File: src/rtl/gpio_pkg.sv
// Package with register map, reset values and field positions of the I/O port
package gpio_pkg;
	// ----------------------------------------
	// Register offsets (byte addresses)
	// ----------------------------------------
	localparam logic [11:0] OFS_DIRECTION = 12'h000;
	localparam logic [11:0] OFS_PIN_LEVEL = 12'h004;
	localparam logic [11:0] OFS_OUTPUT_LATCH = 12'h008;
	localparam logic [11:0] OFS_ANALOG_SELECT = 12'h00C;
	localparam logic [11:0] OFS_ALT_PIN_SELECT = 12'h010;
	// ----------------------------------------
	// Reset values and masks
	// ----------------------------------------
	localparam logic [7:0] DIRECTION_RESET = 8'hFF;
	localparam logic [7:0] LATCH_RESET = 8'h00;
	localparam logic [7:0] ANALOG_RESET = 8'h2F;
	localparam logic [7:0] ANALOG_MASK = 8'h2F;
	localparam logic [7:0] ALT_SELECT_RESET = 8'h00;
	localparam logic [7:0] ALT_SELECT_MASK = 8'h03;
	// ----------------------------------------
	// Field positions
	// ----------------------------------------
	localparam int COMPARE_UNIT2_SEL_BIT = 0;
	localparam int SLAVE_SELECT_SEL_BIT = 1;
	localparam int PIN_CORE_CAP = 5;
	localparam int PIN_CLOCK_OUT = 6;
	localparam int PIN_SLAVE_SELECT_DEFAULT = 5;
	localparam int PIN_SLAVE_SELECT_ALT = 0;
endpackage : gpio_pkg

File: src/rtl/pin_sync.sv
// Two-flop synchroniser for the pin input levels
module pin_sync
	import gpio_pkg::*;
#(
	parameter int WIDTH = 8
) (
	// Clock and reset
	input wire logic pclk,
	input wire logic presetn,
	// Levels
	input wire logic [WIDTH-1:0] async_in,
	output logic [WIDTH-1:0] sync_out
);
	typedef struct packed {
		logic [WIDTH-1:0] stage1;
		logic [WIDTH-1:0] stage2;
	} sync_state_t;

	sync_state_t state_reg;
	sync_state_t state_next;

	// First stage feeds only the second
	always_comb begin
		state_next.stage1 = async_in;
		state_next.stage2 = state_reg.stage1;
	end

	// Register both stages
	always_ff @(posedge pclk or negedge presetn) begin
		if (!presetn) begin
			state_reg <= '0;
		end else begin
			state_reg <= state_next;
		end
	end

	assign sync_out = state_reg.stage2;
endmodule : pin_sync

File: src/rtl/pin_output_mux.sv
// Per-pin output ownership by fixed priority
module pin_output_mux
	import gpio_pkg::*;
(
	// Port data
	input wire logic [7:0] direction,
	input wire logic [7:0] latch,
	// Peripheral functions
	input wire logic core_cap_en,
	input wire logic clock_out_en,
	input wire logic clock_out_val,
	input wire logic osc_out_en,
	input wire logic osc_out_val,
	// Pin drive
	output logic [7:0] pad_out,
	output logic [7:0] pad_oe
);
	// Highest enabled function wins; analog select plays no part
	always_comb begin
		pad_out = latch;
		pad_oe = ~direction;
		if (core_cap_en) begin
			pad_out[PIN_CORE_CAP] = 1'b0;
			pad_oe[PIN_CORE_CAP] = 1'b0;
		end
		if (clock_out_en) begin
			pad_out[PIN_CLOCK_OUT] = clock_out_val;
			pad_oe[PIN_CLOCK_OUT] = 1'b1;
		end else if (osc_out_en) begin
			pad_out[PIN_CLOCK_OUT] = osc_out_val;
			pad_oe[PIN_CLOCK_OUT] = 1'b1;
		end
	end
endmodule : pin_output_mux

File: src/rtl/gpio_port.sv
// Top of the 8-bit general purpose port with APB register access
//
// The register offsets and the APB interface to the registers were left to the implementer.
module gpio_port
	import gpio_pkg::*;
(
	// Clock and reset
	input wire logic pclk,
	input wire logic presetn,
	// APB slave
	input wire logic psel,
	input wire logic penable,
	input wire logic pwrite,
	input wire logic [11:0] paddr,
	input wire logic [31:0] pwdata,
	input wire logic [3:0] pstrb,
	output logic [31:0] prdata,
	output logic pready,
	output logic pslverr,
	// Port A pins
	input wire logic [7:0] pin_a_in,
	output logic [7:0] pin_a_out,
	output logic [7:0] pin_a_oe,
	// Analog enable per pin
	output logic [7:0] analog_en,
	// Special pin functions
	input wire logic core_cap_en,
	input wire logic clock_out_en,
	input wire logic clock_out_val,
	input wire logic osc_out_en,
	input wire logic osc_out_val,
	// Slave-select routing
	output logic [7:0] slave_select_in,
	// Compare unit 2 routing
	input wire logic compare_unit2_en,
	input wire logic compare_unit2_out,
	output logic compare_unit2_in,
	output logic compare_unit2_on_c1,
	output logic compare_unit2_on_b3,
	// Pin levels of the remote pins
	input wire logic pin_c1_in,
	input wire logic pin_b3_in
);
	typedef struct packed {
		logic [7:0] direction;
		logic [7:0] latch;
		logic [7:0] analog;
		logic [7:0] alt_sel;
		logic [31:0] rdata;
	} port_state_t;

	port_state_t state_reg;
	port_state_t state_next;
	logic [7:0] pins_sync;
	logic [7:0] pin_read;
	logic [1:0] remote_sync;
	logic access;
	logic mapped;
	logic ss_level;

	// ----------------------------------------
	// Pin sampling
	// ----------------------------------------
	pin_sync #(.WIDTH(10)) u_sync (
		.pclk(pclk),
		.presetn(presetn),
		.async_in({pin_b3_in, pin_c1_in, pin_a_in}),
		.sync_out({remote_sync, pins_sync})
	);

	// Analog pins read as zero
	assign pin_read = pins_sync & ~state_reg.analog;

	// ----------------------------------------
	// APB decode
	// ----------------------------------------
	function automatic logic is_mapped(input logic [11:0] addr);
		is_mapped = (addr == OFS_DIRECTION) || (addr == OFS_PIN_LEVEL) ||
			(addr == OFS_OUTPUT_LATCH) || (addr == OFS_ANALOG_SELECT) ||
			(addr == OFS_ALT_PIN_SELECT);
	endfunction : is_mapped

	assign access = psel && penable;
	assign mapped = is_mapped(paddr);
	assign pready = 1'b1;
	assign pslverr = access && !mapped;
	assign prdata = state_reg.rdata;

	// Next state of registers and read data
	always_comb begin
		state_next = state_reg;
		state_next.rdata = '0;
		if (psel && !penable && !pwrite) begin
			unique case (paddr)
				OFS_DIRECTION: state_next.rdata = {24'h000000, state_reg.direction};
				OFS_PIN_LEVEL: state_next.rdata = {24'h000000, pin_read};
				OFS_OUTPUT_LATCH: state_next.rdata = {24'h000000, state_reg.latch};
				OFS_ANALOG_SELECT: state_next.rdata = {24'h000000, state_reg.analog};
				OFS_ALT_PIN_SELECT: state_next.rdata = {24'h000000, state_reg.alt_sel};
				default: state_next.rdata = '0;
			endcase
		end else if (psel && penable && !pwrite) begin
			state_next.rdata = state_reg.rdata;
		end
		if (access && pwrite && pstrb[0]) begin
			unique case (paddr)
				OFS_DIRECTION: state_next.direction = pwdata[7:0];
				OFS_PIN_LEVEL, OFS_OUTPUT_LATCH: begin
					// Whole-byte write over the pin image; latch takes it now
					state_next.latch = pwdata[7:0];
				end
				OFS_ANALOG_SELECT: state_next.analog = pwdata[7:0] & ANALOG_MASK;
				OFS_ALT_PIN_SELECT: begin
					state_next.alt_sel = pwdata[7:0] & ALT_SELECT_MASK;
				end
				default: state_next.analog = state_reg.analog;
			endcase
		end
	end

	// Register the whole state
	always_ff @(posedge pclk or negedge presetn) begin
		if (!presetn) begin
			state_reg.direction <= DIRECTION_RESET;
			state_reg.latch <= LATCH_RESET;
			state_reg.analog <= ANALOG_RESET;
			state_reg.alt_sel <= ALT_SELECT_RESET;
			state_reg.rdata <= '0;
		end else begin
			state_reg <= state_next;
		end
	end

	// ----------------------------------------
	// Pin drive
	// ----------------------------------------
	pin_output_mux u_mux (
		.direction(state_reg.direction),
		.latch(state_reg.latch),
		.core_cap_en(core_cap_en),
		.clock_out_en(clock_out_en),
		.clock_out_val(clock_out_val),
		.osc_out_en(osc_out_en),
		.osc_out_val(osc_out_val),
		.pad_out(pin_a_out),
		.pad_oe(pin_a_oe)
	);

	assign analog_en = state_reg.analog;

	// ----------------------------------------
	// Alternate pin routing
	// ----------------------------------------
	// Slave select follows the chosen pin; direction untouched
	assign ss_level = state_reg.alt_sel[SLAVE_SELECT_SEL_BIT] ?
		pin_read[PIN_SLAVE_SELECT_ALT] : pin_read[PIN_SLAVE_SELECT_DEFAULT];
	assign slave_select_in = {7'h00, ss_level};

	// Compare unit 2 owns only the selected remote pin
	assign compare_unit2_on_c1 = compare_unit2_en &&
		!state_reg.alt_sel[COMPARE_UNIT2_SEL_BIT];
	assign compare_unit2_on_b3 = compare_unit2_en &&
		state_reg.alt_sel[COMPARE_UNIT2_SEL_BIT];
	assign compare_unit2_in = state_reg.alt_sel[COMPARE_UNIT2_SEL_BIT] ?
		remote_sync[1] : remote_sync[0];
endmodule : gpio_port

File: config.mk
export PLATFORM = sky130hd
export DESIGN_NAME = gpio_port
export DESIGN_NICKNAME = d
export VERILOG_FILES = /design/src/rtl/gpio_pkg.sv /design/src/rtl/pin_sync.sv /design/src/rtl/pin_output_mux.sv /design/src/rtl/gpio_port.sv
export SDC_FILE = /design/constraint.sdc
export NUM_CORES = 1
export LEC_CHECK = 0
export BUFFER_PORTS_ARGS = -buffer_cell sky130_fd_sc_hd__buf_4
export CAP_MARGIN = 20
export CORE_MARGIN = 2
export CORE_UTILIZATION = 49
export DETAILED_ROUTE_END_ITERATION = 10
export HOLD_SLACK_MARGIN = 0.05
export PLACE_DENSITY_LB_ADDON = 0.25
export SLEW_MARGIN = 30
export SYNTH_ARGS = -nofsm -noshare
export SYNTH_HDL_FRONTEND = slang
export SYNTH_SLANG_ARGS = --single-unit
File: constraint.sdc
create_clock -name pclk -period 2.5 [get_ports pclk]
set_clock_uncertainty 0.05 [all_clocks]
set_input_delay 0.25 -clock pclk [delete_from_list [all_inputs] [get_ports pclk]]
set_output_delay 0.25 -clock pclk [all_outputs]
set_load 0.03 [all_outputs]
* Word-level counts from Yosys, hierarchy flattened
Index checks and enable logic that the tools add are counted.
Cells by class: equal/unequal tests 5, muxes and demuxes 11, bitwise operators 3, reductions and logical operators 23
Operators with widths (count):
- 2-to-1 mux 32 bit | 2
- one-hot mux 8 bit (5 select lines) | 1
- equality test 12 x 4 -> 1 bit (second input constant) | 2
- equality test 12 x 3 -> 1 bit (second input constant) | 1
- equality test 12 x 5 -> 1 bit (second input constant) | 1
- logical NOT 12 bit | 1
- logical AND 1 bit | 9
- AND 8 bit | 1
- 2-to-1 mux 1 bit | 8
- NOT 6 -> 8 bit | 1
- NOT 8 bit | 1
- AND reduction 2 bit | 4
- logical NOT 1 bit | 4
- logical OR 1 bit | 4
- inequality test 2 bit (second input constant) | 1
- OR reduction 2 bit | 1
Word-level totals: register bits 75, output and inout port bits 69, logic and storage cells 49

* Logic depth before layout (Yosys ltp)
Gate-level depths: netlist (run 1).
word-level depth 7, depth in mapped cells 6

* By module
A second synthesis (run 1) with hierarchy kept.
Unflattened totals: cells, all modules 219, area, all modules 2596.2 sq um
Modules (own cells, without submodules):
- gpio_port | times used 1, cells each 181, area each 1990.7 sq um
- pin_sync | times used 1, cells each 20, area each 500.5 sq um
- pin_output_mux | times used 1, cells each 18, area each 105.1 sq um

* Worst setup path after synthesis (run 1)
Ideal clock, no wire load.
path type in2reg, from input paddr[9], to register state_reg[48] (netlist name), library setup time 125 ps, data arrival time 2342 ps, data required time 2325 ps, slack -17 ps, stages on the path 6, path through or4_4 or4_4 buf_6 or4_4 buf_6 mux2_4
On the way: cells in the longest elaborated chain, start to end 3, elaborated cells on any way between the ends 4, those cells by class eq/ne (2); reduce/logical (2)
Ends and longest elaborated chain:
- start, declared | RTL line gpio_port.sv:14 | input wire logic [11:0] paddr,
- equality test 12 x 3 -> 1 bit or equality test 12 x 4 -> 1 bit (tied branches) | RTL line gpio_port.sv:106 | unique case (paddr)
- OR reduction 2 bit * | RTL line gpio_port.sv:106
- AND reduction 2 bit (no source line) *
Mark *: on every way between the ends. The rest lies on a longest branch, timed or not. A chain may end at the register's enable or synchronous reset.

* Worst setup path after layout (run 1)
from input paddr[9], to output pslverr
On the way: cells in the longest elaborated chain, start to end 7, elaborated cells on any way between the ends 11, those cells by class eq/ne (4); reduce/logical (7)
Ends and longest elaborated chain:
- equality test 12 x 3 -> 1 bit or logical NOT 12 bit (tied branches) | RTL line gpio_port.sv:78 | is_mapped = (addr == OFS_DIRECTION) || (addr == OFS_PIN_LEVEL) ||
- logical OR 1 bit (2 in series) | RTL line gpio_port.sv:78
- logical OR 1 bit | RTL line gpio_port.sv:79 | (addr == OFS_OUTPUT_LATCH) || (addr == OFS_ANALOG_SELECT) ||
- logical OR 1 bit * | RTL line gpio_port.sv:79
- logical NOT 1 bit * | RTL line gpio_port.sv:86 | assign pslverr = access && !mapped;
- logical AND 1 bit * | RTL line gpio_port.sv:86
- end, declared | RTL line gpio_port.sv:19 | output logic pslverr,
Marks and branches as above.

==> impl_metrics.tcl, run 1 <==
set metrics [dict create \
    synth_edf_count 0 \
    cts_hold_buffers 11 \
    vias_per_cell 4.66 \
    synth.cell_area_um2 2660 \
    crit_top_cell "buf_4" \
    worst_setup_path_start_kind "input pin" \
    nNetsFinal 359 \
    cpPeakStageDelay_ns 0.53 \
    period_share 0.937 \
    dpl.hpwl_um 3640 \
    die_area_um2 6030 \
    cts_root_buf "clkbuf_8" \
    yosysMostFrequentCell "buf_4" \
    relSlewSlack 0.593 \
    rsz0062_at_grt "no" \
    tightest_slew_ns 0.611 \
    cts.path.max_buffers 2 \
    hp-start "pwdata[7]" \
    totalWireLength_um 4910 \
    numCtsBuffers 5 \
    area_growth_pct 21.2 \
    post-place-cells 341 \
    grt_pass1_vias 1694 \
    yosys.area.top_type "dfrtp_1" \
    syn-instance-count 217 \
    status "complete, no violations" \
    ys_warn_count 0 \
    hold_viol 0 \
    vias 1676 \
    cellLeakagePower_nw 1.60 \
    cts_resized 0 \
    drv_slew 0 \
    fp.dieH_um 77.7 \
    synth.distinct_cells 38 \
    async_flop_share 1.00 \
    avgRoutedWirePerCell_um 13.6 \
    placed_area_um2 3030 \
    reg2reg_depth 4 \
    period_minus_slack_ns 2.34 \
    syn_area_per_cell_um2 12.3 \
    grt_pass1_wl_um 8070 \
    synth_ff_type "dfrtp_1" \
    diodes 0 \
    portBuffers 75 \
    remaining_drc_errors 0 \
    drt_first_pass_iters 4 \
    drtIter0Drc 57 \
    cp_max_fo 4 \
    cts.sinks 51 \
    setup_viol 0 \
    finish.utilization 0.623 \
    clkTransAtPathRegs_ns 0.09 \
    largest_reg_flops 18 \
    drive_above_1_share 0.479 \
    core_region_area_um2 5170 \
    maxCapViolations 0 \
    overflow 0 \
    die_x_um 77.7 \
    grt_max_degree 52 \
    crit_arrival_ns 2.04 \
    r2r_slack_ns 0.90 \
    ir_worst_vdd_mv 0.336 \
    ys_ff_latch 51 \
    crit_buf_inv 3 \
    finalInstanceArea_um2 3220 \
    tritoncts "done" \
    hold_slack_ns 0.126 \
    worstPathCellList "buf_4, or4_4, or4_4, buf_4, a21oi_1, nor2_1, buf_4" \
    hold_class "input pin to register" \
    reg2reg_to "prdata[1]" \
    cts_max_level 2 \
    path_delay_family "simple AND/OR/NAND/NOR gates" \
    slowest_stage "or4_4" \
    yosys-top-cells-count "buf_4, dfrtp_1, dfstp_2, mux2_4, mux2_2" \
    worstPathRequired_ns 2.20 \
    postRouteAntennaNets 0 \
    initial_utilization 0.514 \
    synth_area_leaders "dfrtp_1, buf_4, dfstp_2, mux2_4, mux2_2" \
    pin_count 139 \
    whs_path_depth 2 \
    cp-end-kind "primary output" \
    fmaxAchievable_mhz 427 \
    cts_setup_buffers 0 \
    seq_area_frac_synth 0.486 \
    yosysTopAreaCellShare 0.358 \
    place_congestion 0.720 \
    powerDensity_nw_per_um2 472 \
    rows 26 \
    layout.cells.non_filler 360 \
    clock_latency_ns 0.31 \
    crit_type "input pin to primary output" \
    holdPathEnd "state_reg[55]" \
    antenna_found_initial 0 \
    finalSetupTns_ns 0 \
    r2r-start "state_reg[57]" \
    track_usage 0.173 \
]
-- per-stage QoR --
stage | setup slack [ns] | power (mW)
after floorplan | -0.0170 | 1.03
after global placement | -0.0691 | 1.07
after detailed placement | -0.0704 | 1.07
after CTS | 0.134 | 1.54
after global routing | 0.0802 | 1.60
final | 0.157 | 1.52
-- power breakdown --
| part | leakage (nW) | internal [mW] | switching, mW |
|---|---|---|---|
| combinational | 0.932 | 0.0808 | 0.143 |
| clock | 0.0477 | 0.192 | 0.257 |
| sequential | 0.618 | 0.843 | 0.00441 |
| total | 1.60 | 1.12 | 0.404 |
-- routing by layer --
layer,up-vias,global-route usage,part of all wire
met2,51,0.308,0.54
met4,0,0.0518,0.012
met1,827,0.203,0.39
met3,7,0.0477,0.057
li1,791,-,-
met5,-,0,0
-- worst max-delay path by stage --
stage	startpoint	end	slack (ns)	cells after the start
final	paddr[9]	pslverr	0.16	7
after global routing	paddr[9]	pslverr	0.08	7
after CTS	paddr[9]	pslverr	0.13	7
after detailed placement	paddr[9]	state_reg[51]	-0.07	5
after global placement	paddr[9]	state_reg[50]	-0.07	5
after floorplan	paddr[9]	state_reg[48]	-0.02	6
-- cell families (layout without fill, tap and decap cells) --
| logic type | Yosys count | after routing | synth area share |
|---|---|---|---|
| buf+inv | 69 | 109 | 0.185 |
| flops | 51 | 51 | 0.486 |
| simple gates | 41 | 41 | 0.0984 |
| mux | 35 | 35 | 0.176 |
| compound gates | 18 | 18 | 0.0485 |
| other cells | 2 | 35 | 0.00282 |
| xor+xnor | 1 | 1 | 0.00329 |
-- layout make-up --
cell class              count  area, µm²
fillers                   422       1950
flip-flops and latches     51       1290
multi-input cells         130        998
repair buffers             94        733
well taps                  70       87.6
clock buffers               5       68.8
inverters                   7       26.3
clock inverters             3       15.0
-- cell usage in the layout (no fill, tap or decap), drive strengths merged, types with 4 or more instances in the layout --
cell	n
mux2	25
clkbuf	5
mux2i	7
o21ai	6
dfrtp	38
dlygate4sd3	11
nor2	7
nor2b	8
inv	7
nand2	8
conb	35
buf	83
dfstp	13
or4	4
a22o	5
No activity file was read; power rests on OpenSTA's default activity.
==> run 2, diff against run 1 <==
Settings changed: CELL_PAD_IN_SITES_DETAIL_PLACEMENT set to 0, CELL_PAD_IN_SITES_GLOBAL_PLACEMENT set to 2, CORE_UTILIZATION 49 to 29.
==> run 2 against run 1 <==
Against the previous run:
- final cell count is 10% higher
- clock-buffer cell count is 2 higher
- first-iteration DRC count is 58% lower
- global-route usage is 6.3 points lower
- highest routed layer unchanged
- flip-flop and latch count stayed put
- power is 7.3% higher
- sequential share of layout area is 0.76 points lower
- die area is 65% higher
- largest power group unchanged
==> impl_metrics.tcl, run 2 (synthesis results as in run 1) <==
set metrics [dict create \
    status "complete, no violations" \
    cts.path.max_buffers 2 \
    layout_setup_ws_ns 0.193 \
    cts_resized 0 \
    p_sw_frac 0.250 \
    hold_class "input pin to register" \
    pin_count 139 \
    tightest_slew_ns 0.642 \
    fmaxAchievable_mhz 433 \
    slowest_stage "or4_4" \
    crit_top_cell "buf_4" \
    regArea_um2 1290 \
    period_minus_slack_ns 2.31 \
    diodes 0 \
    cellLeakagePower_nw 1.60 \
    combPwrFrac 0.138 \
    multi_input_area_um2 998 \
    r2r_slack_ns 0.92 \
    maxCapViolations 0 \
    portBuffers 75 \
    remaining_drc_errors 0 \
    initial_utilization 0.302 \
    cp-end-kind "primary output" \
    pre_cts_slack_ns -0.0957 \
    layout.cells.non_filler 397 \
    drive_above_1_share 0.471 \
    crit_buf_inv 3 \
    rows 34 \
    die_area_um2 9950 \
    p_sw_mw 0.408 \
    dpl.hpwl_um 4000 \
    postRouteAntennaNets 0 \
    drtIter0Drc 24 \
    clkTransAtPathRegs_ns 0.09 \
    grt_pass1_vias 1577 \
    crit_arrival_ns 2.01 \
    clock_latency_ns 0.30 \
    cpPeakStageDelay_ns 0.53 \
    vias_per_cell 4.12 \
    cts.sinks 51 \
    tritoncts "done" \
    place_congestion 0.763 \
    cts_setup_buffers 0 \
    totalWireLength_um 5360 \
    worstPathRequired_ns 2.20 \
    die_x_um 99.8 \
    p_int_mw 1.22 \
    layout_commonest_cell "buf_4" \
    rsz0062_at_grt "no" \
    nNetsFinal 358 \
    area_growth_pct 23.5 \
    cts_max_level 2 \
    track_usage 0.110 \
    grt_pass1_wl_um 8400 \
    ir_worst_vdd_mv 0.189 \
    setup_viol 0 \
    period_share 0.923 \
    seqPwrFrac 0.519 \
    crit_type "input pin to primary output" \
    largest_reg_flops 18 \
    relSlewSlack 0.572 \
    worstPathCellList "buf_4, or4_4, or4_4, buf_4, a21oi_1, nor2_1, buf_4" \
    drt_first_pass_iters 4 \
    final_cell_mix "buf_4, dfrtp_1, conb_1" \
    fillers 871 \
    cts_hold_buffers 11 \
    hold_viol 0 \
    finalSetupTns_ns 0 \
    core_region_area_um2 8810 \
    powerDensity_nw_per_um2 497 \
    clock_power_share 0.343 \
    path_delay_family "simple AND/OR/NAND/NOR gates" \
    avgRoutedWirePerCell_um 13.5 \
    fp.dieH_um 99.8 \
    vias 1637 \
    numCtsBuffers 5 \
    overflow 0 \
    worst_setup_path_start_kind "input pin" \
    cp_max_fo 4 \
    grt_max_degree 52 \
    p_total_mw 1.63 \
    drv_slew 0 \
    antenna_found_initial 0 \
    post-place-cells 378 \
    cts_root_buf "clkbuf_8" \
]
## run 2: cell count changes in the layout (fill, tap and decap cells not counted), sizes merged
cell / change
buf: -1
bufinv: +1
clkbuf: +2
clkinv: -3
## run 2: layer usage
metal / part of all wire / GRT usage
met2: 0.48 / 0.178
met1: 0.44 / 0.147
met4: 0.016 / 0.0379
met3: 0.059 / 0.0232
met5: 0 / 0
## run 2: cell type report
class / count / share of cell area
clock buffer: 7 / 0.0232
clock inverter: 1 / 0.00914
inverter: 7 / 0.00800
multi-input combinational: 130 / 0.304
sequential: 51 / 0.394
tap: 108 / 0.0411
timing repair buffer: 93 / 0.221
## run 2: through the flow
step | hold WS, ns | area (µm²) | util
2_1_floorplan | -0.0956 | 2780 | -
3_3_place_gp | 0.276 | 3070 | 0.348
3_5_place_dp | 0.280 | 3070 | 0.348
4_1_cts | 0.128 | 3280 | 0.373
5_1_grt | 0.120 | 3280 | 0.373
6_report | 0.136 | 3280 | 0.373
## run 2: worst register-to-register path, delay by kind of cell (launching register included)
| kind | cells | cell delay (ns) |
|---|---|---|
| flip-flops | 1 | 0.55 |
| AO/OA/AOI/OAI | 2 | 0.21 |
| AND/OR/NAND/NOR | 2 | 0.70 |
## run 2: final timing paths
kind                                 startpoint                    to  cells past startpoint
max reg2reg                       state_reg[57]             prdata[1]                      4
min in group asynchronous               presetn  u_sync.state_next[4]                      2
min reg2reg                u_sync.state_next[8]    u_sync.sync_out[8]                      0
max in group asynchronous               presetn         state_reg[52]                      2
min                                   pwdata[6]         state_reg[54]                      2
max                                    paddr[9]               pslverr                      7
## run 2: power groups by stage
stage | logic (mW) | registers [mW] | clock network [mW]
after floorplan | 0.167 | 0.861 | 0
after global placement | 0.213 | 0.862 | 0
after detailed placement | 0.215 | 0.863 | 0
after CTS | 0.229 | 0.847 | 0.583
after global routing | 0.244 | 0.849 | 0.618
final | 0.226 | 0.847 | 0.559
==> run 3, diff against run 2 <==
Settings changed: MAX_ROUTING_LAYER set to met4.
==> run 3 against run 2 <==
Against the previous run:
- critical endpoint unchanged
- flip-flop and latch count unchanged
- non-clock buffer count unchanged
- power about the same
- highest routed layer unchanged
- first-iteration DRC count increased by 42%
- final cell count unchanged
==> impl_metrics.tcl, run 3 (synthesis results as in run 1) <==
set metrics [dict create \
    status "complete, no violations" \
    fillers 871 \
    track_usage 0.113 \
    crit_arrival_ns 2.01 \
    vias 1641 \
    cp_max_fo 4 \
    worstPathRequired_ns 2.20 \
    vias_per_cell 4.13 \
    cts_setup_buffers 0 \
    totalWireLength_um 5360 \
    tritoncts "done" \
    p_total_mw 1.63 \
    cpPeakStageDelay_ns 0.53 \
    cts.sinks 51 \
    clock_latency_ns 0.30 \
    drive_above_1_share 0.471 \
    tightest_slew_ns 0.633 \
    ir_worst_vdd_mv 0.188 \
    period_share 0.923 \
    overflow 0 \
    dpl.hpwl_um 4000 \
    worstPathCellList "buf_4, or4_4, or4_4, buf_4, a21oi_1, nor2_1, buf_4" \
    place_congestion 0.773 \
    numCtsBuffers 5 \
    crit_type "input pin to primary output" \
    worst_setup_path_start_kind "input pin" \
    largest_reg_flops 18 \
    fp.dieH_um 99.8 \
    finalSetupTns_ns 0 \
    nNetsFinal 358 \
    hold_viol 0 \
    postRouteAntennaNets 0 \
    area_growth_pct 23.5 \
    pin_count 139 \
    crit_top_cell "buf_4" \
    cts_max_level 2 \
    slowest_stage "or4_4" \
    cts.path.max_buffers 2 \
    rows 34 \
    setup_viol 0 \
    relSlewSlack 0.578 \
    rsz0062_at_grt "no" \
    grt_pass1_vias 1581 \
    antenna_found_initial 0 \
    cp-end-kind "primary output" \
    maxCapViolations 0 \
    r2r_slack_ns 0.92 \
    remaining_drc_errors 0 \
    core_region_area_um2 8810 \
    grt_max_degree 52 \
    drv_slew 0 \
    drt_first_pass_iters 4 \
    powerDensity_nw_per_um2 497 \
    die_x_um 99.8 \
    fmaxAchievable_mhz 434 \
    final_cell_mix "buf_4, dfrtp_1, conb_1" \
    diodes 0 \
    die_area_um2 9950 \
    hold_class "input pin to register" \
    clkTransAtPathRegs_ns 0.09 \
    avgRoutedWirePerCell_um 13.5 \
    portBuffers 75 \
    layout_commonest_cell "buf_4" \
    cellLeakagePower_nw 1.60 \
    crit_buf_inv 3 \
    grt_pass1_wl_um 8420 \
    cts_root_buf "clkbuf_8" \
    drtIter0Drc 34 \
    path_delay_family "simple AND/OR/NAND/NOR gates" \
    period_minus_slack_ns 2.31 \
    initial_utilization 0.302 \
]
run 3: area by class of cell:
| type | instances | area (µm²) | area share |
|---|---|---|---|
| Tap cell | 108 | 135 | 0.0411 |
| Timing Repair Buffer | 93 | 726 | 0.221 |
| Inverter | 7 | 26.3 | 0.00800 |
| Sequential cell | 51 | 1290 | 0.394 |
| Clock inverter | 1 | 30.0 | 0.00914 |
| Clock buffer | 7 | 76.3 | 0.0232 |
| Multi-Input combinational cell | 130 | 998 | 0.304 |
run 3: power breakdown:
group	switching [mW]	internal, mW
clock network	0.259	0.300
registers	0.00399	0.843
logic	0.145	0.0808
run 3: final timing paths:
path                                       from  cells past startpoint                    to
min reg2reg                u_sync.state_next[8]                      0    u_sync.sync_out[8]
max                                    paddr[9]                      7               pslverr
max reg2reg                       state_reg[57]                      4             prdata[1]
min in group asynchronous               presetn                      2  u_sync.state_next[4]
min                                   pwdata[6]                      2         state_reg[54]
max in group asynchronous               presetn                      2         state_reg[32]
run 3: worst reg2reg max path: stages (launching register included):
cell,delay (ns)
dfstp_2,0.55
or4b_2,0.58
o221ai_1,0.10
a221oi_1,0.11
nor2_1,0.12
run 3: per-layer routing:
layer | up-vias | share of wire | wire length, µm | GRT usage
met5 | - | 0 | 0 | -
met4 | 0 | 0.016 | 87 | 0.0379
met3 | 7 | 0.057 | 306 | 0.0218
met2 | 65 | 0.48 | 2580 | 0.179
met1 | 777 | 0.45 | 2390 | 0.147
li1 | 792 | - | - | -
run 3: metrics by stage:
step                      cell area, µm²  hold slack, ns  utilization  instances  setup slack [ns]
after global routing                3280           0.120        0.373        397             0.113
after global placement              3070           0.276        0.348        378           -0.0855
after CTS                           3280           0.128        0.373        397             0.178
after floorplan                     2780         -0.0956            -        250           -0.0170
after detailed placement            3070           0.280        0.348        378           -0.0957
final                               3280           0.136        0.373        397             0.193
run 3: what timing repair did:
action | in CTS | in global routing
gates resized for setup | 0 | 0
endpoints found under the hold margin | 48 | 0
hold buffers | 11 | 0
